===== config.mk =====
export PLATFORM = sky130hd
export DESIGN_NAME = rac_core
export DESIGN_NICKNAME = d
export VERILOG_FILES = /design/src/rtl/rac_pkg.sv /design/src/rtl/rac_cordic.sv /design/src/rtl/rac_spi_slave.sv /design/src/rtl/rac_core.sv
export VERILOG_INCLUDE_DIRS = /design/src /design/src/rtl
export SDC_FILE = /design/constraint.sdc
export NUM_CORES = 1
export LEC_CHECK = 0
export BUFFER_PORTS_ARGS = -buffer_cell sky130_fd_sc_hd__buf_2
export CORE_UTILIZATION = 30
export DETAILED_ROUTE_END_ITERATION = 10
export SYNTH_ARGS = -nofsm -noshare
export SYNTH_HDL_FRONTEND = slang
export SYNTH_SLANG_ARGS = --single-unit

===== constraint.sdc =====
create_clock -name ref_clk -period 8.6 [get_ports ref_clk]
set_input_delay 0.43 -clock ref_clk [delete_from_list [all_inputs] [get_ports ref_clk]]
set_output_delay 0.43 -clock ref_clk [all_outputs]
set_load 0.05 [all_outputs]

===== src/rtl/rac_params.svh =====
// timing counts, register offsets and field positions of the rotary angle core
// assumes a 100 MHz ref_clk; included by bare name from every design module
`ifndef RAC_PARAMS_SVH
`define RAC_PARAMS_SVH
`define RAC_CLK_NS 10
`define RAC_SAMPLE_NS 222
`define RAC_SAMPLE_CYCLES (`RAC_SAMPLE_NS / `RAC_CLK_NS)
`define RAC_PON_MS 10
`define RAC_PON_CYCLES (`RAC_PON_MS * 1000000 / `RAC_CLK_NS)
`define RAC_TDELAY_NS 100000
`define RAC_COMP_GAIN (`RAC_TDELAY_NS / `RAC_SAMPLE_NS)
`define RAC_STEP_CYCLES 2
`define RAC_PWM_HEAD 16
`define RAC_PWM_TAIL 8
`define RAC_PWM_PERIOD (`RAC_PWM_HEAD + 4096 + `RAC_PWM_TAIL)
`define RAC_AGC_TARGET 14'h0c00
`define RAC_AGC_HYST 14'h0080
`define RAC_AGC_RESET 8'h80
`define RAC_HALF_TURN 14'h2000
`define RAC_CORDIC_LAST 4'hd
`define RAC_FRAME_BITS 5'h10
`define RAC_FRM_RW 14
`define RAC_ADDR_NOP 14'h0000
`define RAC_ADDR_ERRORS 14'h0001
`define RAC_ADDR_DIAG 14'h3ffc
`define RAC_ADDR_MAGN 14'h3ffd
`define RAC_ADDR_ANGLE_RAW 14'h3ffe
`define RAC_ADDR_ANGLE_COMP 14'h3fff
`define RAC_ERR_PARITY 2
`define RAC_ERR_INVALID 1
`define RAC_ERR_FRAME 0
`endif


===== src/rtl/rac_pkg.sv =====
// types shared by the rotary angle core modules
// assumes rac_params.svh supplies the numeric constants
package rac_pkg;
  typedef logic [13:0] rac_angle_t; // one turn is 2^14 counts
  typedef enum logic [1:0] {
    RAC_CD_IDLE = 2'b00,
    RAC_CD_RUN = 2'b01,
    RAC_CD_DONE = 2'b11
  } rac_cd_state_t; // vectoring engine states
  typedef enum logic {
    RAC_LINK_CMD = 1'b0,
    RAC_LINK_DATA = 1'b1
  } rac_link_t; // which frame the serial link expects next
endpackage


===== src/rtl/rac_cordic.sv =====
// iterative vectoring engine: turns one x/y sample into angle and magnitude
// assumes samples on ref_clk; start is ignored while a run is in progress
`timescale 1ns/100ps
`include "rac_params.svh"
module rac_cordic
  import rac_pkg::*;
(
  input wire logic ref_clk, // core clock
  input wire logic rstn, // synchronous reset, active low
  input wire logic start, // one-cycle request to convert
  input wire logic signed [11:0] sensX, // cosine channel sample
  input wire logic signed [11:0] sensY, // sine channel sample
  output logic done, // one-cycle pulse, results new
  output rac_angle_t angle, // angle, 2^14 per turn
  output rac_angle_t magn // field magnitude, gain 1.647
);
  // arctangent of 2^-i in angle counts
  function automatic rac_angle_t atanStep(input logic [3:0] i);
    unique case (i)
      4'h0: atanStep = 14'h0800;
      4'h1: atanStep = 14'h04b9;
      4'h2: atanStep = 14'h027f;
      4'h3: atanStep = 14'h0144;
      4'h4: atanStep = 14'h00a3;
      4'h5: atanStep = 14'h0051;
      4'h6: atanStep = 14'h0029;
      4'h7: atanStep = 14'h0014;
      4'h8: atanStep = 14'h000a;
      4'h9: atanStep = 14'h0005;
      4'ha: atanStep = 14'h0003;
      4'hb: atanStep = 14'h0001;
      4'hc: atanStep = 14'h0001;
      default: atanStep = 14'h0000;
    endcase
  endfunction

  rac_cd_state_t stateQ; // engine state
  logic signed [15:0] xQ; // working x
  logic signed [15:0] yQ; // working y
  rac_angle_t zQ; // accumulated angle
  logic [3:0] iterQ; // iteration index
  wire logic signed [15:0] xShift = xQ >>> iterQ; // scaled x
  wire logic signed [15:0] yShift = yQ >>> iterQ; // scaled y
  wire logic turnCw = ~yQ[15]; // vector above axis: rotate clockwise
  wire rac_angle_t zStep = atanStep(iterQ); // this iteration's angle
  wire logic signed [15:0] xWide = 16'(sensX); // sign-extended x
  wire logic signed [15:0] yWide = 16'(sensY); // sign-extended y
  wire logic leftHalf = sensX[11]; // pre-rotate by half a turn
  wire logic magnOver = |xQ[15:14]; // magnitude above 14 bits

  // one pre-rotation, fourteen micro-rotations, one result cycle
  always_ff @(posedge ref_clk) begin
    if (!rstn) begin
      stateQ <= RAC_CD_IDLE;
      xQ <= 16'h0000;
      yQ <= 16'h0000;
      zQ <= 14'h0000;
      iterQ <= 4'h0;
      done <= 1'b0;
      angle <= 14'h0000;
      magn <= 14'h0000;
    end else begin
      done <= 1'b0;
      unique case (stateQ)
        RAC_CD_IDLE: if (start) begin
          xQ <= leftHalf ? -xWide : xWide;
          yQ <= leftHalf ? -yWide : yWide;
          zQ <= leftHalf ? `RAC_HALF_TURN : 14'h0000;
          iterQ <= 4'h0;
          stateQ <= RAC_CD_RUN;
        end
        RAC_CD_RUN: begin
          xQ <= turnCw ? xQ + yShift : xQ - yShift;
          yQ <= turnCw ? yQ - xShift : yQ + xShift;
          zQ <= turnCw ? zQ + zStep : zQ - zStep;
          iterQ <= iterQ + 4'h1;
          if (iterQ == `RAC_CORDIC_LAST) stateQ <= RAC_CD_DONE;
        end
        RAC_CD_DONE: begin
          angle <= zQ;
          magn <= magnOver ? 14'h3fff : xQ[13:0];
          done <= 1'b1;
          stateQ <= RAC_CD_IDLE;
        end
        default: stateQ <= RAC_CD_IDLE; // illegal code recovers
      endcase
    end
  end
endmodule


===== src/rtl/rac_spi_slave.sv =====
// mode-1 serial slave sampled by ref_clk: 16-bit frames, msb first
// assumes pins are asynchronous and the serial clock is at most 10 MHz
`timescale 1ns/100ps
`include "rac_params.svh"
module rac_spi_slave
  import rac_pkg::*;
(
  input wire logic ref_clk, // core clock
  input wire logic rstn, // synchronous reset, active low
  input wire logic spiSclk, // serial clock pin from master
  input wire logic chipSelectN, // select pin, active low
  input wire logic spiMosi, // master-out data pin
  output logic spiMisoOut, // slave-out data
  output logic spiMisoOe, // high while slave-out is driven
  input wire logic [15:0] txWord, // word to send in the next frame
  output logic [15:0] rxWord, // last received word
  output logic frameOk, // last frame had exactly 16 bits
  output logic frameDone // one-cycle pulse after select rises
);
  logic sclkMetaQ, sclkSyncQ, sclkPrevQ; // clock synchroniser and history
  logic csMetaQ, csSyncQ, csPrevQ; // select synchroniser and history
  logic mosiMetaQ, mosiSyncQ; // data synchroniser
  logic [15:0] rxShQ; // receive shifter
  logic [15:0] txShQ; // transmit shifter
  logic [4:0] bitCntQ; // bits seen this frame, saturating
  wire logic selected = ~csSyncQ; // frame in progress
  wire logic sclkRise = sclkSyncQ & ~sclkPrevQ & selected;
  wire logic sclkFall = ~sclkSyncQ & sclkPrevQ & selected;
  wire logic csFall = ~csSyncQ & csPrevQ;
  wire logic csRise = csSyncQ & ~csPrevQ;

  // two flip-flops on every pin before use; no output on clock or select
  always_ff @(posedge ref_clk) begin
    if (!rstn) begin
      {sclkMetaQ, sclkSyncQ, sclkPrevQ} <= 3'h0;
      {csMetaQ, csSyncQ, csPrevQ} <= 3'h7;
      {mosiMetaQ, mosiSyncQ} <= 2'h0;
    end else begin
      {sclkMetaQ, sclkSyncQ, sclkPrevQ} <= {spiSclk, sclkMetaQ, sclkSyncQ};
      {csMetaQ, csSyncQ, csPrevQ} <= {chipSelectN, csMetaQ, csSyncQ};
      {mosiMetaQ, mosiSyncQ} <= {spiMosi, mosiMetaQ};
    end
  end

  // receive: capture on falling edges, count bits
  always_ff @(posedge ref_clk) begin
    if (!rstn) begin
      rxShQ <= 16'h0000;
      bitCntQ <= 5'h00;
    end else if (csFall) begin
      bitCntQ <= 5'h00;
    end else if (sclkFall) begin
      rxShQ <= {rxShQ[14:0], mosiSyncQ};
      if (bitCntQ != 5'h1f) bitCntQ <= bitCntQ + 5'h01;
    end
  end

  // transmit: load at frame start, launch one bit per rising edge
  always_ff @(posedge ref_clk) begin
    if (!rstn) begin
      txShQ <= 16'h0000;
      spiMisoOut <= 1'b0;
    end else if (csFall) begin
      txShQ <= txWord;
      spiMisoOut <= 1'b0;
    end else if (sclkRise) begin
      spiMisoOut <= txShQ[15];
      txShQ <= {txShQ[14:0], 1'b0};
    end
  end

  // frame end: hand the word to the core
  always_ff @(posedge ref_clk) begin
    if (!rstn) begin
      rxWord <= 16'h0000;
      frameOk <= 1'b0;
      frameDone <= 1'b0;
    end else begin
      frameDone <= csRise;
      if (csRise) begin
        rxWord <= rxShQ;
        frameOk <= (bitCntQ == `RAC_FRAME_BITS);
      end
    end
  end

  assign spiMisoOe = selected;
endmodule


===== src/rtl/rac_core.sv =====
// digital back end of the rotary angle sensor: conversion, gain loop,
// latency compensation, quadrature, commutation, pulse-width and serial port
// assumes sensX/sensY come from converter logic on ref_clk (no synchroniser),
// serial pins are asynchronous and pass two flip-flops in rac_spi_slave
`timescale 1ns/100ps
`include "rac_params.svh"
module rac_core
  import rac_pkg::*;
#(
  parameter int unsigned PON_CYCLES = `RAC_PON_CYCLES // power-on wait in cycles
) (
  input wire logic ref_clk, // core clock, 100 MHz
  input wire logic rstn, // synchronous reset, active low
  input wire logic signed [11:0] sensX, // cosine channel sample
  input wire logic signed [11:0] sensY, // sine channel sample
  input wire logic latencyCompDisable, // high: bypass compensation
  input wire logic noiseProfileSelect, // high: unfiltered, full temp range
  input wire logic incrementalResolutionSelect, // high: 11 bits, low: 10 bits
  input wire logic sharedPinPwmSelect, // high: shared pin carries pulse-width
  input wire logic spiSclk, // serial clock pin
  input wire logic chipSelectN, // serial select pin, active low
  input wire logic spiMosi, // serial data in pin
  output logic spiMisoOut, // serial data out
  output logic spiMisoOe, // serial data out enable
  output logic quadA, // incremental channel A
  output logic quadB, // incremental channel B
  output logic quadI, // index pulse
  output logic commU, // commutation phase U
  output logic commV, // commutation phase V
  output logic commWPwm, // phase W or pulse-width angle
  output logic [7:0] gainCode, // front-end gain setting
  output logic angleValid // high once power-on time has passed
);
  localparam logic signed [9:0] CompGain = 10'(`RAC_COMP_GAIN); // delay over sample period
  localparam logic [4:0] SampleLast = 5'(`RAC_SAMPLE_CYCLES - 1); // sample timer wrap
  localparam logic [3:0] StepLast = 4'(`RAC_STEP_CYCLES - 1); // step timer wrap
  localparam logic [12:0] PwmLast = 13'(`RAC_PWM_PERIOD - 1); // pulse-width frame wrap
  localparam logic [12:0] PwmHead = 13'(`RAC_PWM_HEAD); // fixed high lead-in

  // ---- sample pacing and conversion ----
  logic [4:0] sampleCntQ; // free-running sample timer
  logic sampleStartQ; // start pulse to the engine
  logic cordicDone; // engine result strobe
  rac_angle_t cordicAngle; // engine angle
  rac_angle_t cordicMagn; // engine magnitude

  // a new conversion every sample period, no request needed
  always_ff @(posedge ref_clk) begin
    if (!rstn) begin
      sampleCntQ <= 5'h00;
      sampleStartQ <= 1'b0;
    end else begin
      sampleCntQ <= (sampleCntQ == SampleLast) ? 5'h00 : sampleCntQ + 5'h01;
      sampleStartQ <= (sampleCntQ == SampleLast);
    end
  end

  rac_cordic rac_cordic_i (
    .ref_clk(ref_clk),
    .rstn(rstn),
    .start(sampleStartQ),
    .sensX(sensX),
    .sensY(sensY),
    .done(cordicDone),
    .angle(cordicAngle),
    .magn(cordicMagn)
  );

  // ---- power-on wait ----
  logic [31:0] ponCntQ; // cycles since reset release
  wire logic ponReached = (ponCntQ >= PON_CYCLES); // wait over

  // hold outputs invalid until the power-on time has passed
  always_ff @(posedge ref_clk) begin
    if (!rstn) begin
      ponCntQ <= 32'h00000000;
      angleValid <= 1'b0;
    end else begin
      if (!ponReached) ponCntQ <= ponCntQ + 32'h00000001;
      angleValid <= ponReached;
    end
  end

  // ---- noise profile, angle history, compensation ----
  rac_angle_t rawPrevQ; // previous engine angle
  rac_angle_t angleRawQ; // uncompensated 14-bit angle
  rac_angle_t angleCompQ; // compensated 14-bit angle
  rac_angle_t magnQ; // latest magnitude
  wire rac_angle_t rawDelta = cordicAngle - rawPrevQ; // change since last sample
  wire rac_angle_t rawMid = rawPrevQ + {rawDelta[13], rawDelta[13:1]}; // two-sample mean
  wire rac_angle_t angleNext = noiseProfileSelect ? cordicAngle : rawMid;
  wire rac_angle_t speedEst = angleNext - angleRawQ;
  wire logic signed [23:0] corrWide = $signed(speedEst) * CompGain;
  wire rac_angle_t angleOut = latencyCompDisable ? angleRawQ : angleCompQ;

  // each result updates history, speed and the predicted angle
  always_ff @(posedge ref_clk) begin
    if (!rstn) begin
      rawPrevQ <= 14'h0000;
      angleRawQ <= 14'h0000;
      angleCompQ <= 14'h0000;
      magnQ <= 14'h0000;
    end else if (cordicDone) begin
      rawPrevQ <= cordicAngle;
      angleRawQ <= angleNext;
      angleCompQ <= angleNext + corrWide[13:0];
      magnQ <= cordicMagn;
    end
  end

  // ---- gain control loop ----
  wire logic magnHigh = (cordicMagn > `RAC_AGC_TARGET + `RAC_AGC_HYST); // too strong
  wire logic magnLow = (cordicMagn < `RAC_AGC_TARGET - `RAC_AGC_HYST); // too weak

  // one gain step per result, saturating at both ends
  always_ff @(posedge ref_clk) begin
    if (!rstn) begin
      gainCode <= `RAC_AGC_RESET;
    end else if (cordicDone) begin
      if (magnHigh && gainCode != 8'h00) gainCode <= gainCode - 8'h01;
      else if (magnLow && gainCode != 8'hff) gainCode <= gainCode + 8'h01;
    end
  end

  // ---- quadrature interpolator ----
  logic [10:0] posQ; // emitted step position
  logic [3:0] stepCntQ; // step pacing timer
  wire logic res11 = incrementalResolutionSelect;
  wire logic [10:0] stepTarget = res11 ? angleOut[13:3] : {1'b0, angleOut[13:4]};
  wire logic [10:0] stepDiff = stepTarget - posQ; // distance to target
  wire logic stepBack = res11 ? stepDiff[10] : stepDiff[9]; // shorter way is backward
  wire logic stepNeed = res11 ? (stepDiff != 11'h000) : (stepDiff[9:0] != 10'h000); // not at target, on either side
  wire logic [10:0] posMask = res11 ? 11'h7ff : 11'h3ff; // wrap at one turn
  wire logic [10:0] posNext = (stepBack ? posQ - 11'h001 : posQ + 11'h001) & posMask; // one step
  wire logic stepSlot = (stepCntQ == StepLast); // a step may go now

  // walk one step per slot toward the target so no count is skipped
  always_ff @(posedge ref_clk) begin
    if (!rstn) begin
      posQ <= 11'h000;
      stepCntQ <= 4'h0;
    end else begin
      stepCntQ <= stepSlot ? 4'h0 : stepCntQ + 4'h1;
      if (stepSlot && stepNeed && angleValid) posQ <= posNext;
    end
  end

  // ---- commutation from the interpolated position ----
  wire logic [10:0] posFull = res11 ? posQ : {posQ[9:0], 1'b0}; // position on 11-bit scale
  wire logic [13:0] sectProd = 14'(posFull * 3'd6); // six sectors per turn
  wire logic [2:0] sector = sectProd[13:11]; // current sector 0..5
  wire logic [2:0] commNext = (sector == 3'd0) ? 3'b100 :
                              (sector == 3'd1) ? 3'b110 :
                              (sector == 3'd2) ? 3'b010 :
                              (sector == 3'd3) ? 3'b011 :
                              (sector == 3'd4) ? 3'b001 : 3'b101; // U V W pattern

  // ---- pulse-width encoder on the uncompensated angle ----
  logic [12:0] pwmCntQ; // position within the frame
  logic [11:0] pwmAngleQ; // angle latched for this frame
  wire logic pwmLevel = angleValid && (pwmCntQ < PwmHead + {1'b0, pwmAngleQ}); // high time
  wire logic sharedNext = sharedPinPwmSelect ? pwmLevel : commNext[0];

  // frame counter latches the raw angle at each frame start
  always_ff @(posedge ref_clk) begin
    if (!rstn) begin
      pwmCntQ <= 13'h0000;
      pwmAngleQ <= 12'h000;
    end else begin
      pwmCntQ <= (pwmCntQ == PwmLast) ? 13'h0000 : pwmCntQ + 13'h0001;
      if (pwmCntQ == PwmLast) pwmAngleQ <= angleRawQ[13:2];
    end
  end

  // registered pin drivers for incremental and commutation outputs
  always_ff @(posedge ref_clk) begin
    if (!rstn) begin
      {quadA, quadB, quadI} <= 3'b000;
      {commU, commV, commWPwm} <= 3'b000;
    end else begin
      quadA <= posQ[1] ^ posQ[0];
      quadB <= posQ[1];
      quadI <= angleValid && (posQ == 11'h000);
      commU <= commNext[2];
      commV <= commNext[1];
      commWPwm <= sharedNext;
    end
  end

  // ---- serial link ----
  logic [15:0] rxWord; // word of the frame just ended
  logic frameOk; // that frame had 16 bits
  logic frameDone; // frame end strobe
  logic [15:0] txWordQ; // answer for the next frame
  logic [2:0] errQ; // parity, invalid command, framing
  rac_link_t linkQ; // expecting command or write data
  logic [13:0] wrAddrQ; // address of a pending write

  rac_spi_slave rac_spi_slave_i (
    .ref_clk(ref_clk),
    .rstn(rstn),
    .spiSclk(spiSclk),
    .chipSelectN(chipSelectN),
    .spiMosi(spiMosi),
    .spiMisoOut(spiMisoOut),
    .spiMisoOe(spiMisoOe),
    .txWord(txWordQ),
    .rxWord(rxWord),
    .frameOk(frameOk),
    .frameDone(frameDone)
  );

  wire logic parityBad = ^rxWord;
  wire logic frameBad = ~frameOk; // wrong bit count
  wire logic isData = (linkQ == RAC_LINK_DATA); // this frame is write data
  wire logic [13:0] cmdAddr = rxWord[13:0];
  wire logic cmdRead = rxWord[`RAC_FRM_RW];
  wire logic cmdGood = ~parityBad & ~frameBad; // command may execute
  wire logic [13:0] selAddr = isData ? wrAddrQ : cmdAddr; // register to report
  wire logic addrKnown = (selAddr == `RAC_ADDR_NOP) || (selAddr == `RAC_ADDR_ERRORS) ||
                         (selAddr >= `RAC_ADDR_DIAG); // mapped addresses
  wire logic writeBad = ~isData & cmdGood & ~cmdRead & (cmdAddr != `RAC_ADDR_NOP); // no writable target
  wire logic readBad = ~isData & cmdGood & cmdRead & ~addrKnown; // unmapped read
  wire logic [2:0] errNew = {parityBad, readBad | writeBad, frameBad}; // this frame's faults
  wire logic clearErr = ~isData & cmdGood & cmdRead & (cmdAddr == `RAC_ADDR_ERRORS); // read clears
  wire logic [7:0] diagBits = {4'h0, gainCode == 8'hff, gainCode == 8'h00, 1'b0, angleValid}; // diag flags
  wire logic [13:0] angleRawRd = angleValid ? angleRawQ : 14'h0000;
  wire logic [13:0] angleCompRd = angleValid ? angleOut : 14'h0000;
  wire logic [13:0] regData = (selAddr == `RAC_ADDR_ERRORS) ? {11'h000, errQ} :
                              (selAddr == `RAC_ADDR_DIAG) ? {diagBits[5:0], gainCode} :
                              (selAddr == `RAC_ADDR_MAGN) ? magnQ :
                              (selAddr == `RAC_ADDR_ANGLE_RAW) ? angleRawRd :
                              (selAddr == `RAC_ADDR_ANGLE_COMP) ? angleCompRd : 14'h0000;
  wire logic [13:0] respData = (isData | cmdGood) ? regData : 14'h0000; // corrupt command reads zero
  wire logic respErr = |(errQ | errNew); // error seen on the link
  wire logic [15:0] respWord = {^{respErr, respData}, respErr, respData};

  // frame end: check, execute, and capture the answer for the next frame
  always_ff @(posedge ref_clk) begin
    if (!rstn) begin
      txWordQ <= 16'h0000;
      errQ <= 3'b000;
      linkQ <= RAC_LINK_CMD;
      wrAddrQ <= 14'h0000;
    end else if (frameDone) begin
      txWordQ <= respWord;
      errQ <= clearErr ? errNew : (errQ | errNew); // new faults survive a clearing read
      if (isData) begin
        linkQ <= RAC_LINK_CMD; // write data taken, nothing writable here
      end else if (cmdGood && !cmdRead) begin
        linkQ <= RAC_LINK_DATA;
        wrAddrQ <= cmdAddr;
      end
    end
  end
endmodule


Word-level counts from Yosys, hierarchy flattened
Memories as Yosys holds them, arrays and structs flattened. A register that Yosys moved wholly into a read port is not among the register bits.
Cells that the tools add are included.
{"block": "totals", "reg_bits": 328, "latch_bits": 0, "mem_bits_rw": 0, "romBits": 192, "out_inout_bits": 17, "mem_count": 1}
{"name": "(no name shown)", "depth": 16, "width": 12, "read_ports": 1, "rd_ports_with_merged_regs": 1, "wr": 0, "line_no": "rac_cordic.sv:19", "source": "unique case (i)"}
{"block": "classes", "addsub": 24, "mul": 2, "div_mod_pow": 0, "magnitude_cmp": 5, "eq_ne": 22, "n_shift": 2, "muxes": 51, "bitwise_logic": 29, "n_reduce_logical": 37}
{"op": "14-bit two-way mux", "n": 15}
{"op": "16-bit two-way mux", "n": 8}
{"op": "16-bit one-hot mux with 2 select lines", "n": 2}
{"op": "14-bit equality test (second input constant)", "n": 4}
{"op": "11-bit two-way mux", "n": 4}
{"op": "14-bit adder", "n": 3}
{"op": "14-bit subtractor", "n": 3}
{"op": "16-bit adder", "n": 2}
{"op": "32-bit by 1-bit adder with 32-bit output (second input constant)", "n": 1}
{"op": "32-bit by 20-bit >= comparator with 1-bit output (second input constant)", "n": 1}
{"op": "12-bit negation with 16-bit output", "n": 2}
{"op": "16-bit by 4-bit >>> shifter with 16-bit output", "n": 2}
{"op": "16-bit subtractor", "n": 2}
{"op": "14-bit by 1-bit equality test with 1-bit output (second input constant)", "n": 2}
{"op": "14-bit one-hot mux with 2 select lines", "n": 1}
{"op": "3-bit two-way mux", "n": 6}
{"op": "8-bit two-way mux", "n": 2}
{"op": "16-bit parity", "n": 1}
{"op": "15-bit parity", "n": 1}
{"op": "14-bit >= comparator (second input constant)", "n": 1}
{"op": "14-bit by 12-bit > comparator with 1-bit output (second input constant)", "n": 1}
{"op": "14-bit zero test", "n": 1}
{"op": "14-bit by 12-bit less-than comparator with 1-bit output (second input constant)", "n": 1}
{"op": "14-bit by 9-bit multiplier with 13-bit output (second input constant)", "n": 1}
{"op": "other kinds (52)", "n": 105}

Longest topological paths before layout
{"block": "depth", "ltp_word": 10, "ltp_mapped": 37, "ltp_nobuf": 37}

By module
Synthesis repeated with hierarchy kept, for this count alone.
{"block": "hier_totals", "cells_unflattened": 2826, "hier_area_um2": 23812.8}
{"mod": "rac_core", "n_inst": 1, "cells_per_inst": 1520, "area_per_inst_um2": 12888.6, "seq_area_each_um2": 3643.5}
{"mod": "rac_cordic", "n_inst": 1, "cells_per_inst": 997, "area_per_inst_um2": 8240.4, "seq_area_each_um2": 1861.8}
{"mod": "rac_spi_slave", "n_inst": 1, "cells_per_inst": 309, "area_per_inst_um2": 2683.8, "seq_area_each_um2": 1281.2}

Worst setup path after synthesis
No wires, ideal clock.
{"block": "synth_timing", "path_kind": "register to register", "start": "reg rac_cordic_i.angle[1]", "end": "reg angleCompQ[13]", "setup_ps": 128, "t_arrival_ps": 6516, "required_ps": 8472, "path_slack_ps": 1956, "stages_incl_launch_ff": 30, "n_path_buf": 0, "synth_period_minus_slack_ps": 6644, "cell_sequence": "dfxtp_1 -> inv_1 -> fa_1 -> nor2b_1 -> o21ai_0 -> a21boi_0 -> o21ai_0 -> a21boi_0 -> nor2_1 -> ha_1 -> xor2_1 -> o21ai_0 -> ha_1 -> o21a_1 -> o31a_1 -> a21oi_1 -> ha_1 -> fa_1 -> fa_1 -> ha_1 -> ha_1 -> a21oi_1 -> xnor2_1 -> xnor2_1 -> xnor2_1 -> xnor3_1 -> xnor2_1 -> xnor3_1 -> mux2i_1 -> nor2_1"}
{"block": "synth_between", "elab_chain_len": 6}
{"item": "start, declared", "line_no": "rac_cordic.sv:14", "source": "output rac_angle_t angle,"}
{"item": "start signal, assigned", "line_no": "rac_cordic.sv:80", "source": "angle <= zQ;"}
{"item": "14-bit subtractor *", "line_no": "rac_core.sv:89", "source": "wire rac_angle_t rawDelta = cordicAngle - rawPrevQ;"}
{"item": "14-bit adder *", "line_no": "rac_core.sv:90", "source": "wire rac_angle_t rawMid = rawPrevQ + {rawDelta[13], rawDelta[13:1]};"}
{"item": "14-bit two-way mux *", "line_no": "rac_core.sv:91", "source": "wire rac_angle_t angleNext = noiseProfileSelect ? cordicAngle : rawMid;"}
{"item": "net angleNext[5]", "line_no": "rac_core.sv:91"}
{"item": "14-bit subtractor", "line_no": "rac_core.sv:92", "source": "wire rac_angle_t speedEst = angleNext - angleRawQ;"}
{"item": "14-bit by 9-bit multiplier with 13-bit output", "line_no": "rac_core.sv:93", "source": "wire logic signed [23:0] corrWide = $signed(speedEst) * CompGain;"}
{"item": "14-bit adder *", "line_no": "rac_core.sv:106", "source": "angleCompQ <= angleNext + corrWide[13:0];"}
{"item": "end signal, assigned", "line_no": "rac_core.sv:106"}
{"item": "end, declared", "line_no": "rac_core.sv:87", "source": "rac_angle_t angleCompQ;"}
Mark *: on every way through the listed nets, which the timed path passes. The rest lies on a longest branch.
A chain may end at the register's enable or synchronous reset.

Worst setup path in the final report
Same ends and word-level chain as after synthesis.

==> flow_metrics.tcl <==
set metrics [dict create \
    outcome "complete, no violations" \
    tightest_slew_ns 1.055 \
    syn2layout_area_growth_pct 11.41 \
    cp_num_cells 33 \
    drc 0 \
    clock_skew_ns 0.03768 \
    power.density_nw_per_um2 140.4 \
    r2r-end "angleCompQ[13]" \
    p_comb_share_pct 3.8 \
    relSlewSlack_pct 29.43 \
    cts_tree "done" \
    synth_area_per_cell_sq_um 8.424 \
    place_inst 3709 \
    path_clk_slew_ns 0.06 \
    cts_sinks 339 \
    clock_latency_ns 0.58 \
    synth_top_family_by_area "simple AND/OR/NAND/NOR gates" \
    critPathTopFamily "adder cells" \
    syn_inst 2735 \
    fin_crit_sh_pct 86.07 \
    ys_ff_latch 339 \
    worstRegToRegCells 33 \
    track_usage_pct 14.28 \
    gp_congestion 0.8357 \
    numCtsBuffers 40 \
    slew_violations 0 \
    seq_area_frac_synth_pct 29.46 \
    grt_setup_unrepaired "no" \
    drt_wl_total_um 56430 \
    synthMuxAreaShare_pct 9.852 \
    drtPass1Iterations 5 \
    p_switching_uw 808.5 \
    startpoint_type "flop" \
    cp.required_ns 9.05 \
    grt_max_degree 95 \
    end_kind "flop" \
    synth-xor-area-share_pct 8.451 \
    setup_violations 0 \
    min_path_type "input pin to flop" \
    power.total_uw 3604 \
    critPathKind "flop to flop" \
    slowest_stage "fa_1" \
    root_buffer "clkbuf_16" \
    wire_per_inst_um 14.92 \
    cp.arrival_ns 7.85 \
    preCtsSetupSlack_ns 1.235 \
    synth_ff_type "dfxtp_1" \
    syn-num-nets 2980 \
    drive_above_1_share_pct 8.397 \
    seq_area_sq_um 6792 \
    grt_pass1_vias 17430 \
    hold_violations 0 \
    vias 18810 \
    cts_buffer_depth 3 \
    synth.distinct_cells 90 \
    synth_edf_count 0 \
    reg2reg_from "rac_cordic_i.angle[1]" \
    multi_input_area_sq_um 15170 \
    timing.hold.ws_ns 0.04854 \
    initial_core_util_pct 30.33 \
    post_cts_resized 0 \
    cp_common_cell "o21ai_0" \
    fillers 7911 \
    path_max_fanout 5 \
    drtAntennaViolNets 0 \
    startpoint "rac_cordic_i.angle[1]" \
    cts_setup_buffers 0 \
    grt_antenna_before_repair 0 \
    setup_tns_ns 0 \
    die_area_sq_um 77910 \
    overflow 0 \
    max_freq_ghz 0.1351 \
    num_io_pins 50 \
    p_sw_share_pct 22.43 \
    p_seq_share_pct 44.1 \
    vias_per_cell 4.974 \
    ys_warn_count 0 \
    internal-power_uw 2795 \
    final_nets 2966 \
    fp.dieW_um 279.1 \
    h-tree-depth 2 \
    die_h_um 279.1 \
    synth_compound_area_share_pct 17.11 \
    cp_num_buf_inv 2 \
    numPortBuffers 49 \
    cpPeakStageDelay_ns 0.46 \
    rows 101 \
    critPathCapture "angleCompQ[13]" \
    timing.final.ws_setup_ns 1.198 \
    ir_drop_v 0.0001095 \
    min_period_ns 7.402 \
    mappedNetlistArea_sq_um 23040 \
    antenna_cells 0 \
    fp.coreArea_sq_um 75950 \
    dp_hpwl_um 41050 \
    clockPowerShare_pct 52.1 \
    maxCapViolations 0 \
    drt_iter0_markers 1154 \
    instances_no_fill 3781 \
    r2r_slack_ns 1.20 \
    grt_pass1_wl_um 92280 \
    hold_buffers 0 \
    synth-async-reset-ratio_pct 0 \
    synth_fa_ha_area_share_pct 12.17 \
    yosys.area_share.simple_pct 18.23 \
    p_leak_uw 0.01008 \
]
==> per-layer routing <==
metal  GRT usage [%]  routed length [um]
met1           20.37               28380
met2           22.67               24960
met3           1.766                2011
met4           3.480                1079
met5               0                   0
==> cell usage in the layout (no fill, tap or decap), types with 37 or more instances in the layout <==
cell	instances
nand2_1	236
inv_1	150
buf_2	48
o21ai_0	95
clkbuf_16	41
mux2i_1	127
xor2_1	71
nor2_1	326
nor3_1	37
dfxtp_1	337
nand3_1	44
xnor2_1	134
ha_1	192
a21oi_1	234
==> Yosys cell counts, types with 14 or more instances <==
cell type,instances,share of area [%]
a21oi_1,234,5.1
o221a_2,17,0.83
and3_1,23,0.62
and2_1,31,0.84
nand2b_1,36,0.98
nand4_1,32,0.87
nor2_1,326,5.3
or3_1,15,0.41
mux4_2,29,2.8
fa_1,20,1.7
dfxtp_1,339,29
o21a_1,17,0.55
clkbuf_1,90,1.5
xor2_1,71,2.7
buf_1,17,0.28
a211oi_1,36,1.2
nand2_1,236,3.8
nor2b_1,33,0.90
xnor2_1,134,5.1
o31ai_1,15,0.49
a21o_1,32,1.0
mux2i_1,127,5.5
inv_1,151,2.5
nor3_1,37,0.80
o21bai_1,19,0.62
ha_1,192,10
mux2_2,14,0.68
nor4_1,23,0.62
o21ai_0,95,2.1
a31oi_1,16,0.43
nand3_1,44,0.96
o221ai_1,18,0.68
o21ai_1,17,0.37
==> final cells by class <==
cell class | count | area share, %
inverter | 157 | 2.316
sequential | 339 | 26.46
clock buffer | 56 | 4.412
timing repair buffer | 65 | 1.433
clock inverter | 16 | 1.258
multi-input combinational | 2118 | 59.10
tap | 1030 | 5.021
==> state kept, by name (all words and copies together), names as in the netlist, 12 cells and up <==
name                    cells
rac_cordic_i.zStep         12
angleCompQ                 13
magnQ                      14
wrAddrQ                    14
rac_cordic_i.zQ            14
rac_spi_slave_i.rxShQ      16
txWordQ                    16
rac_cordic_i.magn          14
rac_cordic_i.yQ            16
rac_cordic_i.xQ            16
pwmCntQ                    13
pwmAngleQ                  12
rawPrevQ                   14
rac_spi_slave_i.txShQ      16
rac_spi_slave_i.rxWord     16
rac_cordic_i.angle         14
ponCntQ                    32
angleRawQ                  14
==> power groups by stage <==
| stage | registers [uW] | logic (uW) | clock network, uW |
|---|---|---|---|
| finish | 1590 | 137 | 1880 |
| global placement | 1620 | 136 | 0 |
| floorplan | 1620 | 97.3 | 0 |
| CTS | 1590 | 139 | 1930 |
| global route | 1590 | 152 | 1990 |
| detailed placement | 1620 | 138 | 0 |
==> worst min path at each step <==
stage | depth (start not counted) | to | slack (ns) | startpoint
after global placement | 1 | rac_spi_slave_i.csSyncQ | 0.41 | rac_spi_slave_i.csMetaQ
after CTS | 2 | rac_spi_slave_i.csMetaQ | 0.02 | chipSelectN
after floorplan | 1 | rac_spi_slave_i.csSyncQ | 0.39 | rac_spi_slave_i.csMetaQ
after global routing | 2 | rac_spi_slave_i.csMetaQ | 0.04 | chipSelectN
final | 2 | rac_spi_slave_i.csMetaQ | 0.05 | chipSelectN
after detailed placement | 1 | rac_spi_slave_i.csSyncQ | 0.40 | rac_spi_slave_i.csMetaQ
==> cells by family after synthesis <==
group	after synthesis
mux	183
fa+ha+maj	212
compound gates	620
buf+inv	278
simple gates	891
flops	339
xor+xnor	212
==> per-stage QoR <==
step / area (sq um) / utilization (%)
finish: 25670 / 33.79
floorplan: 23040 / -
CTS: 25670 / 33.79
global route: 25670 / 33.79
detailed placement: 24210 / 31.88
global placement: 24210 / 31.88
==> worst reg2reg max path, delay by kind of cell (launching register included) <==
kind                       cells  cell delay (ns)
AOI/OAI and AO/OA             12             2.34
xor gates and xnor gates       3             0.45
adders and majority gates      8             2.82
buffers and inverters          2             0.18
DFF                            1             0.41
muxes                          1             0.16
and+or+nand+nor                7             0.93
Power figures use the tool's default switching activity.
